**config.mk**
```make
export PLATFORM = sky130hd
export DESIGN_NAME = fan_alarm_status_and_nvm_transfer
export DESIGN_NICKNAME = d
export VERILOG_FILES = /design/src/fan_alarm_pkg.sv /design/src/fan_alarm_status_and_nvm_transfer.sv
export VERILOG_INCLUDE_DIRS = /design/src
export SDC_FILE = /design/constraint.sdc
export NUM_CORES = 1
export LEC_CHECK = 0
export BUFFER_PORTS_ARGS = -buffer_cell sky130_fd_sc_hd__buf_4
export CAP_MARGIN = 20
export CORE_MARGIN = 2
export CORE_UTILIZATION = 55
export DETAILED_ROUTE_END_ITERATION = 7
export PLACE_DENSITY = 0.82
export SYNTH_ARGS = -nofsm -noshare
export SYNTH_HDL_FRONTEND = slang
export SYNTH_SLANG_ARGS = --single-unit
```
**constraint.sdc**
```tcl
create_clock -name clk_sys -period 5.1 [get_ports clk_sys]
set_input_delay 0.765 -clock clk_sys [delete_from_list [all_inputs] [get_ports clk_sys]]
set_output_delay 0.765 -clock clk_sys [all_outputs]
set_load 0.01 [all_outputs]
```
**src/fan_alarm_regs.svh**
```systemverilog
// register offsets, field positions and reset values for the alarm block
// assumes an avalon-mm slave with word addressing by byte address / 4
`ifndef FAN_ALARM_REGS_SVH
`define FAN_ALARM_REGS_SVH

`define ALARM_STATUS_IDX         8'h5a
`define NVM_XFER_CTRL_IDX        8'h5b
`define SET_POINTS_IDX           8'h60
`define MEASURE_IDX              8'h61
`define FAN_THRESH_IDX           8'h62
`define FAN_CONFIG_IDX           8'h63
`define ADDR_W                   10

`define ST_REMOTE_HIGH_BIT       3
`define ST_REMOTE_OT_BIT         2
`define ST_FAN_TWO_BIT           1
`define ST_FAN_ONE_BIT           0

`define XFER_DIR_BIT             7
`define XFER_BLOCKS_MSB          4
`define XFER_WRITE_MASK          8'h9f
`define XFER_RESET               8'h00
`define STATUS_RESET             4'h0
`define BYTE_RESET               8'h00
`define WORD_RESET               16'h0000
`define THRESH_RESET             16'hffff

`endif

```
**src/fan_alarm_pkg.sv**
```systemverilog
// shared types for the fan alarm and nvm transfer register block
// assumes nothing beyond a systemverilog compiler
package fan_alarm_pkg;
  typedef enum logic [2:0] {
    bus_idle = 3'b001,
    bus_ack  = 3'b010,
    bus_wait = 3'b100
  } bus_state_t;
endpackage

```
**src/fan_alarm_status_and_nvm_transfer.sv**
```systemverilog
// alarm status byte (lower half) and ram/eeprom transfer control byte
// assumes clk_sys domain, tach counts from a counter block in the same
// clock domain, and fan sense pins arriving asynchronously
//
// Operation
// - remote high alarm when temperature above set point
// - overtemp alarm when remote above overtemp point
// - fan two alarm low while count within threshold
// - fan two alarm on slow, stopped or overflow
// - fan one alarm low while count within threshold
// - fan one alarm on slow, stopped or overflow
// - rotation-detect mode: running level raises no alarm
// - control bit 7 picks transfer direction
// - control bits 0-4 select 16-byte blocks
// - status read clears, still-present fault sets again
`include "fan_alarm_regs.svh"
`timescale 1ns/1ns
`default_nettype none

module fan_alarm_status_and_nvm_transfer #(
  parameter int COUNT_W = 16
) (
  input  wire logic               clk_sys,
  input  wire logic               rst,
  // avalon-mm slave, byte address
  input  wire logic [`ADDR_W-1:0] address,
  input  wire logic               read,
  input  wire logic               write,
  input  wire logic [31:0]        writedata,
  input  wire logic [3:0]         byteenable,
  output logic [31:0]             readdata,
  output logic                    waitrequest,
  output logic [1:0]              response,
  // measurement inputs from same-domain logic
  input  wire logic               temp_valid,
  input  wire logic               count_valid,
  input  wire logic [COUNT_W-1:0] fan_one_count,
  input  wire logic [COUNT_W-1:0] fan_two_count,
  input  wire logic               fan_one_overflow,
  input  wire logic               fan_two_overflow,
  // asynchronous rotation-detect pins
  input  wire logic               first_fan_sense_input,
  input  wire logic               second_fan_sense_input,
  // transfer request to the eeprom engine
  output logic                    xfer_start,
  output logic                    xfer_load,
  output logic [4:0]              xfer_blocks
);

  // ==========================================================
  // register storage
  logic [3:0]         status;
  logic [7:0]         xfer_ctrl;
  logic [7:0]         remote_high_point;
  logic [7:0]         remote_ot_point;
  logic [15:0]        remote_temp;
  logic [COUNT_W-1:0] count_thresh;
  logic [1:0]         rd_mode;     // 1 = rotation-detect on that input
  logic [1:0]         rd_polarity; // level meaning running
  fan_alarm_pkg::bus_state_t bus_state;

  // ==========================================================
  // pin synchronisers
  logic [1:0] sense_meta;
  logic [1:0] sense_sync;

  // two flops before anything reads the fan sense pins
  always_ff @(posedge clk_sys) begin
    if (rst) begin
      sense_meta <= 2'h0;
      sense_sync <= 2'h0;
    end else begin
      sense_meta <= {second_fan_sense_input, first_fan_sense_input};
      sense_sync <= sense_meta;
    end
  end

  // ==========================================================
  // fault detection
  logic signed [8:0] remote_whole;
  logic              remote_high_fault;
  logic              remote_ot_fault;
  logic [1:0]        fan_fault;
  logic [1:0]        fan_running;

  // integer part of remote reading compared as signed degrees
  assign remote_whole = {remote_temp[15], remote_temp[15:8]};
  assign remote_high_fault = temp_valid &&
    (remote_whole > $signed({remote_high_point[7], remote_high_point})
     || (remote_whole == $signed({remote_high_point[7],
         remote_high_point}) && remote_temp[7:5] != 3'h0));
  assign remote_ot_fault = temp_valid &&
    (remote_whole > $signed({remote_ot_point[7], remote_ot_point})
     || (remote_whole == $signed({remote_ot_point[7],
         remote_ot_point}) && remote_temp[7:5] != 3'h0));
  assign fan_running = ~(sense_sync ^ rd_polarity);

  // per fan: pulse mode compares count, rd mode looks at level
  always_comb begin
    fan_fault[0] = rd_mode[0] ? ~fan_running[0] :
      (count_valid && (fan_one_overflow ||
       fan_one_count > count_thresh));
    fan_fault[1] = rd_mode[1] ? ~fan_running[1] :
      (count_valid && (fan_two_overflow ||
       fan_two_count > count_thresh));
  end

  // ==========================================================
  // bus decode
  logic [7:0] idx;
  logic       hit;
  logic       take_write;
  logic       take_read;

  assign idx = address[`ADDR_W-1:2];
  assign take_write = write && bus_state == fan_alarm_pkg::bus_idle;
  assign take_read  = read  && bus_state == fan_alarm_pkg::bus_idle;
  assign hit = idx == `ALARM_STATUS_IDX || idx == `NVM_XFER_CTRL_IDX ||
               idx == `SET_POINTS_IDX   || idx == `MEASURE_IDX ||
               idx == `FAN_THRESH_IDX   || idx == `FAN_CONFIG_IDX;

  // one wait cycle, then ack; back to idle through wait after two fixed cycles, request not watched
  always_ff @(posedge clk_sys) begin
    if (rst) begin
      bus_state   <= fan_alarm_pkg::bus_idle;
      waitrequest <= 1'b1;
    end else begin
      case (bus_state)
        fan_alarm_pkg::bus_idle: begin
          if (read || write) begin
            bus_state   <= fan_alarm_pkg::bus_ack;
            waitrequest <= 1'b0;
          end
        end
        fan_alarm_pkg::bus_ack: begin
          bus_state   <= fan_alarm_pkg::bus_wait;
          waitrequest <= 1'b1;
        end
        fan_alarm_pkg::bus_wait: begin
          bus_state <= fan_alarm_pkg::bus_idle;
        end
        default: begin
          bus_state   <= fan_alarm_pkg::bus_idle;
          waitrequest <= 1'b1;
        end
      endcase
    end
  end

  // ==========================================================
  // read data and response, latched when request is taken
  logic [31:0] next_readdata;

  always_comb begin
    next_readdata = 32'h0;
    case (idx)
      `ALARM_STATUS_IDX:  next_readdata = {28'h0, status};
      `NVM_XFER_CTRL_IDX: next_readdata = {24'h0, xfer_ctrl};
      `SET_POINTS_IDX:
        next_readdata = {16'h0, remote_ot_point, remote_high_point};
      `MEASURE_IDX:       next_readdata = {16'h0, remote_temp};
      `FAN_THRESH_IDX:
        next_readdata = {{(32-COUNT_W){1'b0}}, count_thresh};
      `FAN_CONFIG_IDX:
        next_readdata = {28'h0, rd_polarity, rd_mode};
      default:            next_readdata = 32'h0;
    endcase
  end

  always_ff @(posedge clk_sys) begin
    if (rst) begin
      readdata <= 32'h0;
      response <= 2'h0;
    end else if (take_read || take_write) begin
      readdata <= take_read ? next_readdata : 32'h0;
      response <= hit ? 2'h0 : 2'h3; // decode error on unmapped
    end
  end

  // ==========================================================
  // status: sticky alarms, clear on read, live fault wins
  logic status_read;
  assign status_read = take_read && idx == `ALARM_STATUS_IDX;

  always_ff @(posedge clk_sys) begin
    if (rst) begin
      status <= `STATUS_RESET;
    end else begin
      status <= (status_read ? 4'h0 : status) |
        {remote_high_fault, remote_ot_fault, fan_fault[1],
         fan_fault[0]};
    end
  end

  // ==========================================================
  // transfer control: write captures, read clears, reserved held 0
  always_ff @(posedge clk_sys) begin
    if (rst) begin
      xfer_ctrl <= `XFER_RESET;
    end else if (take_write && idx == `NVM_XFER_CTRL_IDX &&
                 byteenable[0]) begin
      xfer_ctrl <= writedata[7:0] & `XFER_WRITE_MASK;
    end else if (take_read && idx == `NVM_XFER_CTRL_IDX) begin
      xfer_ctrl <= `XFER_RESET;
    end
  end

  // one-cycle start toward the eeprom engine on a valid write
  always_ff @(posedge clk_sys) begin
    if (rst) begin
      xfer_start  <= 1'b0;
      xfer_load   <= 1'b0;
      xfer_blocks <= 5'h0;
    end else begin
      xfer_start <= take_write && idx == `NVM_XFER_CTRL_IDX &&
        byteenable[0] &&
        writedata[`XFER_BLOCKS_MSB:0] != 5'h0;
      if (take_write && idx == `NVM_XFER_CTRL_IDX && byteenable[0]) begin
        xfer_load   <= writedata[`XFER_DIR_BIT];
        xfer_blocks <= writedata[`XFER_BLOCKS_MSB:0];
      end
    end
  end

  // ==========================================================
  // software-loaded set points, reading and fan configuration
  always_ff @(posedge clk_sys) begin
    if (rst) begin
      remote_high_point <= `BYTE_RESET;
      remote_ot_point   <= `BYTE_RESET;
      remote_temp       <= `WORD_RESET;
      count_thresh      <= COUNT_W'(`THRESH_RESET);
      rd_mode           <= 2'h0;
      rd_polarity       <= 2'h0;
    end else if (take_write) begin
      case (idx)
        `SET_POINTS_IDX: begin
          if (byteenable[0]) remote_high_point <= writedata[7:0];
          if (byteenable[1]) remote_ot_point   <= writedata[15:8];
        end
        `MEASURE_IDX: begin
          if (byteenable[0]) remote_temp[7:0]  <= writedata[7:0];
          if (byteenable[1]) remote_temp[15:8] <= writedata[15:8];
        end
        `FAN_THRESH_IDX: begin
          count_thresh <= writedata[COUNT_W-1:0];
        end
        `FAN_CONFIG_IDX: begin
          if (byteenable[0]) begin
            rd_mode     <= writedata[1:0];
            rd_polarity <= writedata[3:2];
          end
        end
        default: begin
        end
      endcase
    end
  end

endmodule // fan_alarm_status_and_nvm_transfer

`default_nettype wire

```
# Word level (Yosys, flattened, before mapping)
# Cells that the tools add are included.
dict set report op_classes {
  mux 12
  reduce_logical 34
  div_mod_pow 0
  add_sub_neg 0
  eq_ne 12
  n_bitwise 6
  n_mul 0
  shift 0
  order_cmp 4
}
# operator n
set op_table {}
lappend op_table {{16-bit case mux with 6 select lines} 1}
lappend op_table {{8-bit by 7-bit == test with 1-bit output (second input constant)} 6}
lappend op_table {{16-bit > comparator} 2}
lappend op_table {{32-bit two-way mux} 1}
lappend op_table {{8-bit == test} 2}
lappend op_table {{8-bit > comparator} 2}
lappend op_table {{8-bit two-way mux} 2}
lappend op_table {{3-bit AND reduction} 5}
lappend op_table {{1-bit logical AND} 13}
lappend op_table {{1-bit logical OR} 11}
lappend op_table {{3-bit case mux with 2 select lines} 1}
lappend op_table {{5-bit nonzero test} 1}
lappend op_table {{4-bit two-way mux} 1}
lappend op_table {{4-bit OR} 1}
lappend op_table {{2-bit AND reduction} 2}
lappend op_table {{3-bit by 1-bit == test with 1-bit output (second input constant)} 1}
lappend op_table {{3-bit by 2-bit == test with 1-bit output (second input constant)} 1}
lappend op_table {{3-bit == test (second input constant)} 1}
lappend op_table {{1-bit two-way mux} 3}
lappend op_table {{3-bit two-way mux} 1}
lappend op_table {{1-bit NOT} 3}
lappend op_table {{3-bit nonzero test} 1}
lappend op_table {{2-bit two-way mux} 1}
lappend op_table {{2-bit by 1-bit != test with 1-bit output (second input constant)} 1}
lappend op_table {{4 further kinds} 4}
dict set report totals {
  elab_cells 86
  latchBits 0
  regBits 111
  out_inout_bits 42
  rom_bits 0
  n_memories 0
  in_bits 88
  ramBits 0
}

# Longest topological paths before layout
dict set report depth {
  depth_word 7
  ltp_mapped 8
}

# Worst setup path after synthesis
# OpenSTA, ideal clock, no wires.
dict set report synth_path {
  path_kind {input-to-reg}
  start {input address[4]}
  end {register readdata[2]}
  cell_stages 7
  setup_time_ps 86
  setup_slack_ps 2844
  required_ps 5014
  arrival_time_ps 2170
  cell_sequence {or3b_1 buf_6 nor2_4 buf_6 a221oi_2 or3_1 a221oi_2}
}
dict set report synth_via {
  elab_chain_cells 3
  elab_cells_between_ends 8
}
# element line_no
set synth_lines {}
lappend synth_lines {{from (decl)} fan_alarm_status_and_nvm_transfer.sv:26} ;# input wire logic [`ADDR_W-1:0] address,
lappend synth_lines {{8-bit by 7-bit == test with 1-bit output} fan_alarm_status_and_nvm_transfer.sv:156} ;# case (idx)
lappend synth_lines {{16-bit case mux with 6 select lines *} fan_alarm_status_and_nvm_transfer.sv:156}
lappend synth_lines {{32-bit two-way mux *} fan_alarm_status_and_nvm_transfer.sv:175} ;# readdata <= take_read ? next_readdata : 32'h0;
lappend synth_lines {{to (signal assigned)} fan_alarm_status_and_nvm_transfer.sv:175}
lappend synth_lines {{to (decl)} fan_alarm_status_and_nvm_transfer.sv:31} ;# output logic [31:0] readdata,
# Mark *: on every way between the ends. The rest lies on a longest branch, timed or not.
# A chain may end at the register's enable or synchronous reset.

# Final worst setup path
dict set report layout_path {
  start {input address[2]}
  end {register count_thresh[3]}
}
dict set report layout_via {
  elab_chain_cells 2
}
# element line_no
set layout_lines {}
lappend layout_lines {{8-bit by 7-bit == test with 1-bit output} fan_alarm_status_and_nvm_transfer.sv:236} ;# case (idx)
lappend layout_lines {{2-bit AND reduction (no source line)} -}
lappend layout_lines {{to (signal assigned)} fan_alarm_status_and_nvm_transfer.sv:232} ;# count_thresh <= COUNT_W'(`THRESH_RESET);
lappend layout_lines {{to (signal assigned)} fan_alarm_status_and_nvm_transfer.sv:246} ;# count_thresh <= writedata[COUNT_W-1:0];
lappend layout_lines {{to (decl)} fan_alarm_status_and_nvm_transfer.sv:57} ;# logic [COUNT_W-1:0] count_thresh;
# Every way passes these cells.

==> flow_summary.ini <==
[run_status]
status = complete, no violations

[worst_setup_path]
critical_path.slowest_cell = sky130_fd_sc_hd__and3_1
critical_path.endpoint_type = register
path_max_fanout = 32
timing.setup.critical_path_class = in -> reg
cpPeakStageDelay_ns = 0.97
worstPathArrival_ns = 3.05
worst_setup_path_endpoint = count_thresh[3]
cp_cell_sequence = buf_4 > nor2b_1 > and3_1 > nand2_1 > o211ai_1
timing.critical_path.required_ns = 5.38
critical_register_to_register_path_startpoint = bus_state[2]
worstReg2RegEnd = rd_mode[1]
r2r_cells = 6
r2r_setup_slack_ns = 2.87
crit_path_start_kind = input port
worst_setup_path_startpoint = address[2]

[floorplanning]
num_rows = 35
die-height_um = 101.9
die-area_um2 = 10380
initial_core_util_pct = 56.74
die_width_um = 101.9
floorplan.core_area_um2 = 9284
design.portCount = 130

[logic_synthesis]
syn_area_um2 = 5268
post_synth_inst_count = 592
postSynthAreaPerCell_um2 = 8.898
netlist-cell-type-count = 65
yosys.area.top_type_share_pct = 35.72
ys_async_sr_fraction_pct = 0
ff_latch_count_synth = 94
synth_enable_flop_cells = 0
synth_warnings = 0
synth_top_cell_by_area = sky130_fd_sc_hd__dfxtp_1
yosysSeqAreaShare_pct = 35.72
synth.top_cells.by_area = sky130_fd_sc_hd__dfxtp_1 36%, sky130_fd_sc_hd__ha_1 11%, sky130_fd_sc_hd__mux2i_1 7.6%
postSynth.topFlopCell = sky130_fd_sc_hd__dfxtp_1

[clock_network]
count_of_cells_resized_by_post_cts_repair = 0
maximum_clock_insertion_buffer_count = 2
numCtsBuffers = 9
clkSinkCount = 94
cts_tree = built
cts_root_buf = sky130_fd_sc_hd__clkbuf_8
insertion_delay_ns = 0.37
htree_levels = 3
post-cts-setup-buffers = 0
cts.clk_slew.worst_paths_ns = 0.09
post_cts_hold_buffer_count = 0

[drt]
routedWlPerCell_um = 16.49
route.detailed.vias_per_inst = 5.705
vias = 4570
routed_wl_mm = 13.21
drtAntennaViolNets = 0
drt_drc_violations_left = 0
number_of_iterations_in_the_first_detailed_routing_pass = 6
dr.first_iter.drc_count = 269

[finish]
area_growth_pct = 16.96
finish.net_count = 803
area.sequential_um2 = 1882
final_cell_count_no_fill = 801
antenna_cells = 0
post-route-util_pct = 66.36
fillers = 780
drive_above_1_share_pct = 19.05
multiInputGateArea_um2 = 3029

[sta]
fmax_mhz = 360.6
timing_max_transition_violations_final = 0
setup_tns_ns = 0
worst_pin_slew_ns = 1.051
layout_worst_path_cycle_share_pct = 54.37
fin_worst_skew_ns = 0.009162
final.min_clock_period_ns = 2.773
hold_viol = 0
max_slew_margin_pct = 29.93
rsz_0062_raised_after_global_routing = false
setup_violations = 0
final.hold.worst_slack_ns = 0.4539

[global_route]
maximum_number_of_pins_on_one_net_before_global_route_repair = 75
antenna_found_initial = 0
first_global_vias = 4373
groute.usage.overall_pct = 26.27
grt_first_pass_wirelength_mm = 21.31
grt_remaining_overflow = 0

[power_and_ir_drop]
power_switching_share_pct = 24.36
clock_power_share_pct = 38.4
power_density_nw_per_um2 = 238.5
power_frac_seq_pct = 50.8
p_leak_nw = 2.841
power.switching_mw = 0.3579
vdd_drop_max_mv = 0.1276
comb_power_share_pct = 10.8
internal_power_consumption_mw = 1.112

[run]
max_cap_violations = 0

[placement]
detailed_place_hpwl_mm = 9.996
place.gp.congestion = 0.9104
io_buffers = 93
placed_cells = 785

[hold_path]
hold_class = reg -> reg
[sequential cells by signal, summed over array words and instances (netlist names), 2 cells and up]
name and flops:
sense_meta 2, rd_mode 2, status 4, remote_ot_point 8, remote_high_point 8, xfer_ctrl 6, readdata 16, sense_sync 2
count_thresh 16, xfer_blocks 5, rd_polarity 2, bus_state 3, remote_temp 16
[cells by family (layout without fill, tap and decap cells)]
group / Yosys count / count (layout) / synth area share (%)
buffers and inverters: 85 / 150 / 7.838
adders and majority gates: 48 / 48 / 11.40
DFF: 94 / 94 / 35.72
AOI/OAI and AO/OA: 131 / 131 / 17.20
xor gates and xnor gates: 2 / 2 / 0.3326
muxes: 42 / 42 / 8.242
other: 1 / 16 / 0.07119
and+or+nand+nor: 189 / 189 / 19.19
[cell usage after synthesis, drive strengths merged (10+ instances only)]
master	number
dfxtp	94
nand2	72
ha	48
a21oi	42
nor2	42
mux2i	40
inv	39
buf	31
o21ai	19
o211ai	18
nand3	15
clkbuf	14
nand4	14
a22o	10
nor2b	10
[how the worst min path moves through the flow]
stage / start / to / slack, ns / cells past startpoint
after global placement: sense_meta[1] / sense_sync[1] / 0.42 / 1
final: sense_meta[0] / sense_sync[0] / 0.45 / 1
after global routing: sense_meta[0] / sense_sync[0] / 0.47 / 1
after detailed placement: sense_meta[0] / sense_sync[0] / 0.44 / 1
after CTS: sense_meta[0] / sense_sync[0] / 0.46 / 1
after floorplan: sense_meta[0] / sense_sync[0] / 0.41 / 1
[power by group through the flow]
stage | Sequential, mW | Clock (mW) | Combinational (mW)
2_1_floorplan | 0.763 | 0 | 0.0931
4_1_cts | 0.746 | 0.570 | 0.158
3_3_place_gp | 0.763 | 0 | 0.154
3_5_place_dp | 0.764 | 0 | 0.158
5_1_grt | 0.748 | 0.600 | 0.174
6_report | 0.746 | 0.564 | 0.159
[cells in the final DEF, fill, tap and decap left out, types with 4 or more instances in the layout]
cell                       instances
sky130_fd_sc_hd__dfxtp_1          94
sky130_fd_sc_hd__buf_4            94
sky130_fd_sc_hd__nand2_1          72
sky130_fd_sc_hd__ha_1             48
sky130_fd_sc_hd__a21oi_1          42
sky130_fd_sc_hd__mux2i_1          40
sky130_fd_sc_hd__nor2_1           40
sky130_fd_sc_hd__inv_1            39
sky130_fd_sc_hd__o211ai_1         18
sky130_fd_sc_hd__o21ai_0          17
sky130_fd_sc_hd__conb_1           16
sky130_fd_sc_hd__nand3_1          15
sky130_fd_sc_hd__nand4_1          11
sky130_fd_sc_hd__clkbuf_8         11
sky130_fd_sc_hd__nor2b_1          10
sky130_fd_sc_hd__a22o_1           10
sky130_fd_sc_hd__a21o_1            6
sky130_fd_sc_hd__a21boi_0          4
[per-stage QoR]
stage	worst slack, ns	instance area, um2	power (mW)
finish	2.327	6161	1.469
global route	2.149	6161	1.522
CTS	2.344	6161	1.474
detailed placement	2.017	5928	0.9215
global placement	2.079	5928	0.9168
floorplan	2.844	5324	0.8563
[metal layers]
metal / GRT usage, % / vias to the layer above / wire [um]
met5: 0 / - / 0
met4: 10.67 / 0 / 266
met3: 3.762 / 24 / 941
met2: 42.51 / 169 / 6185
met1: 35.48 / 2133 / 5817
li1: - / 2244 / -
[layout make-up]
type,instances,share of cell area [%]
Multi-Input combinational cell,428,49.17
Sequential cell,94,30.54
Inverter,40,2.437
Tap cell,129,2.620
Clock buffer,11,2.457
Clock inverter,5,1.320
Timing Repair Buffer,94,11.45
[critical path: cells and delay by family]
family	cells	cell delay (ns)
buf+inv	1	0.25
compound gates	1	0.14
simple gates	3	1.88
No activity file was read; power rests on OpenSTA's default activity.
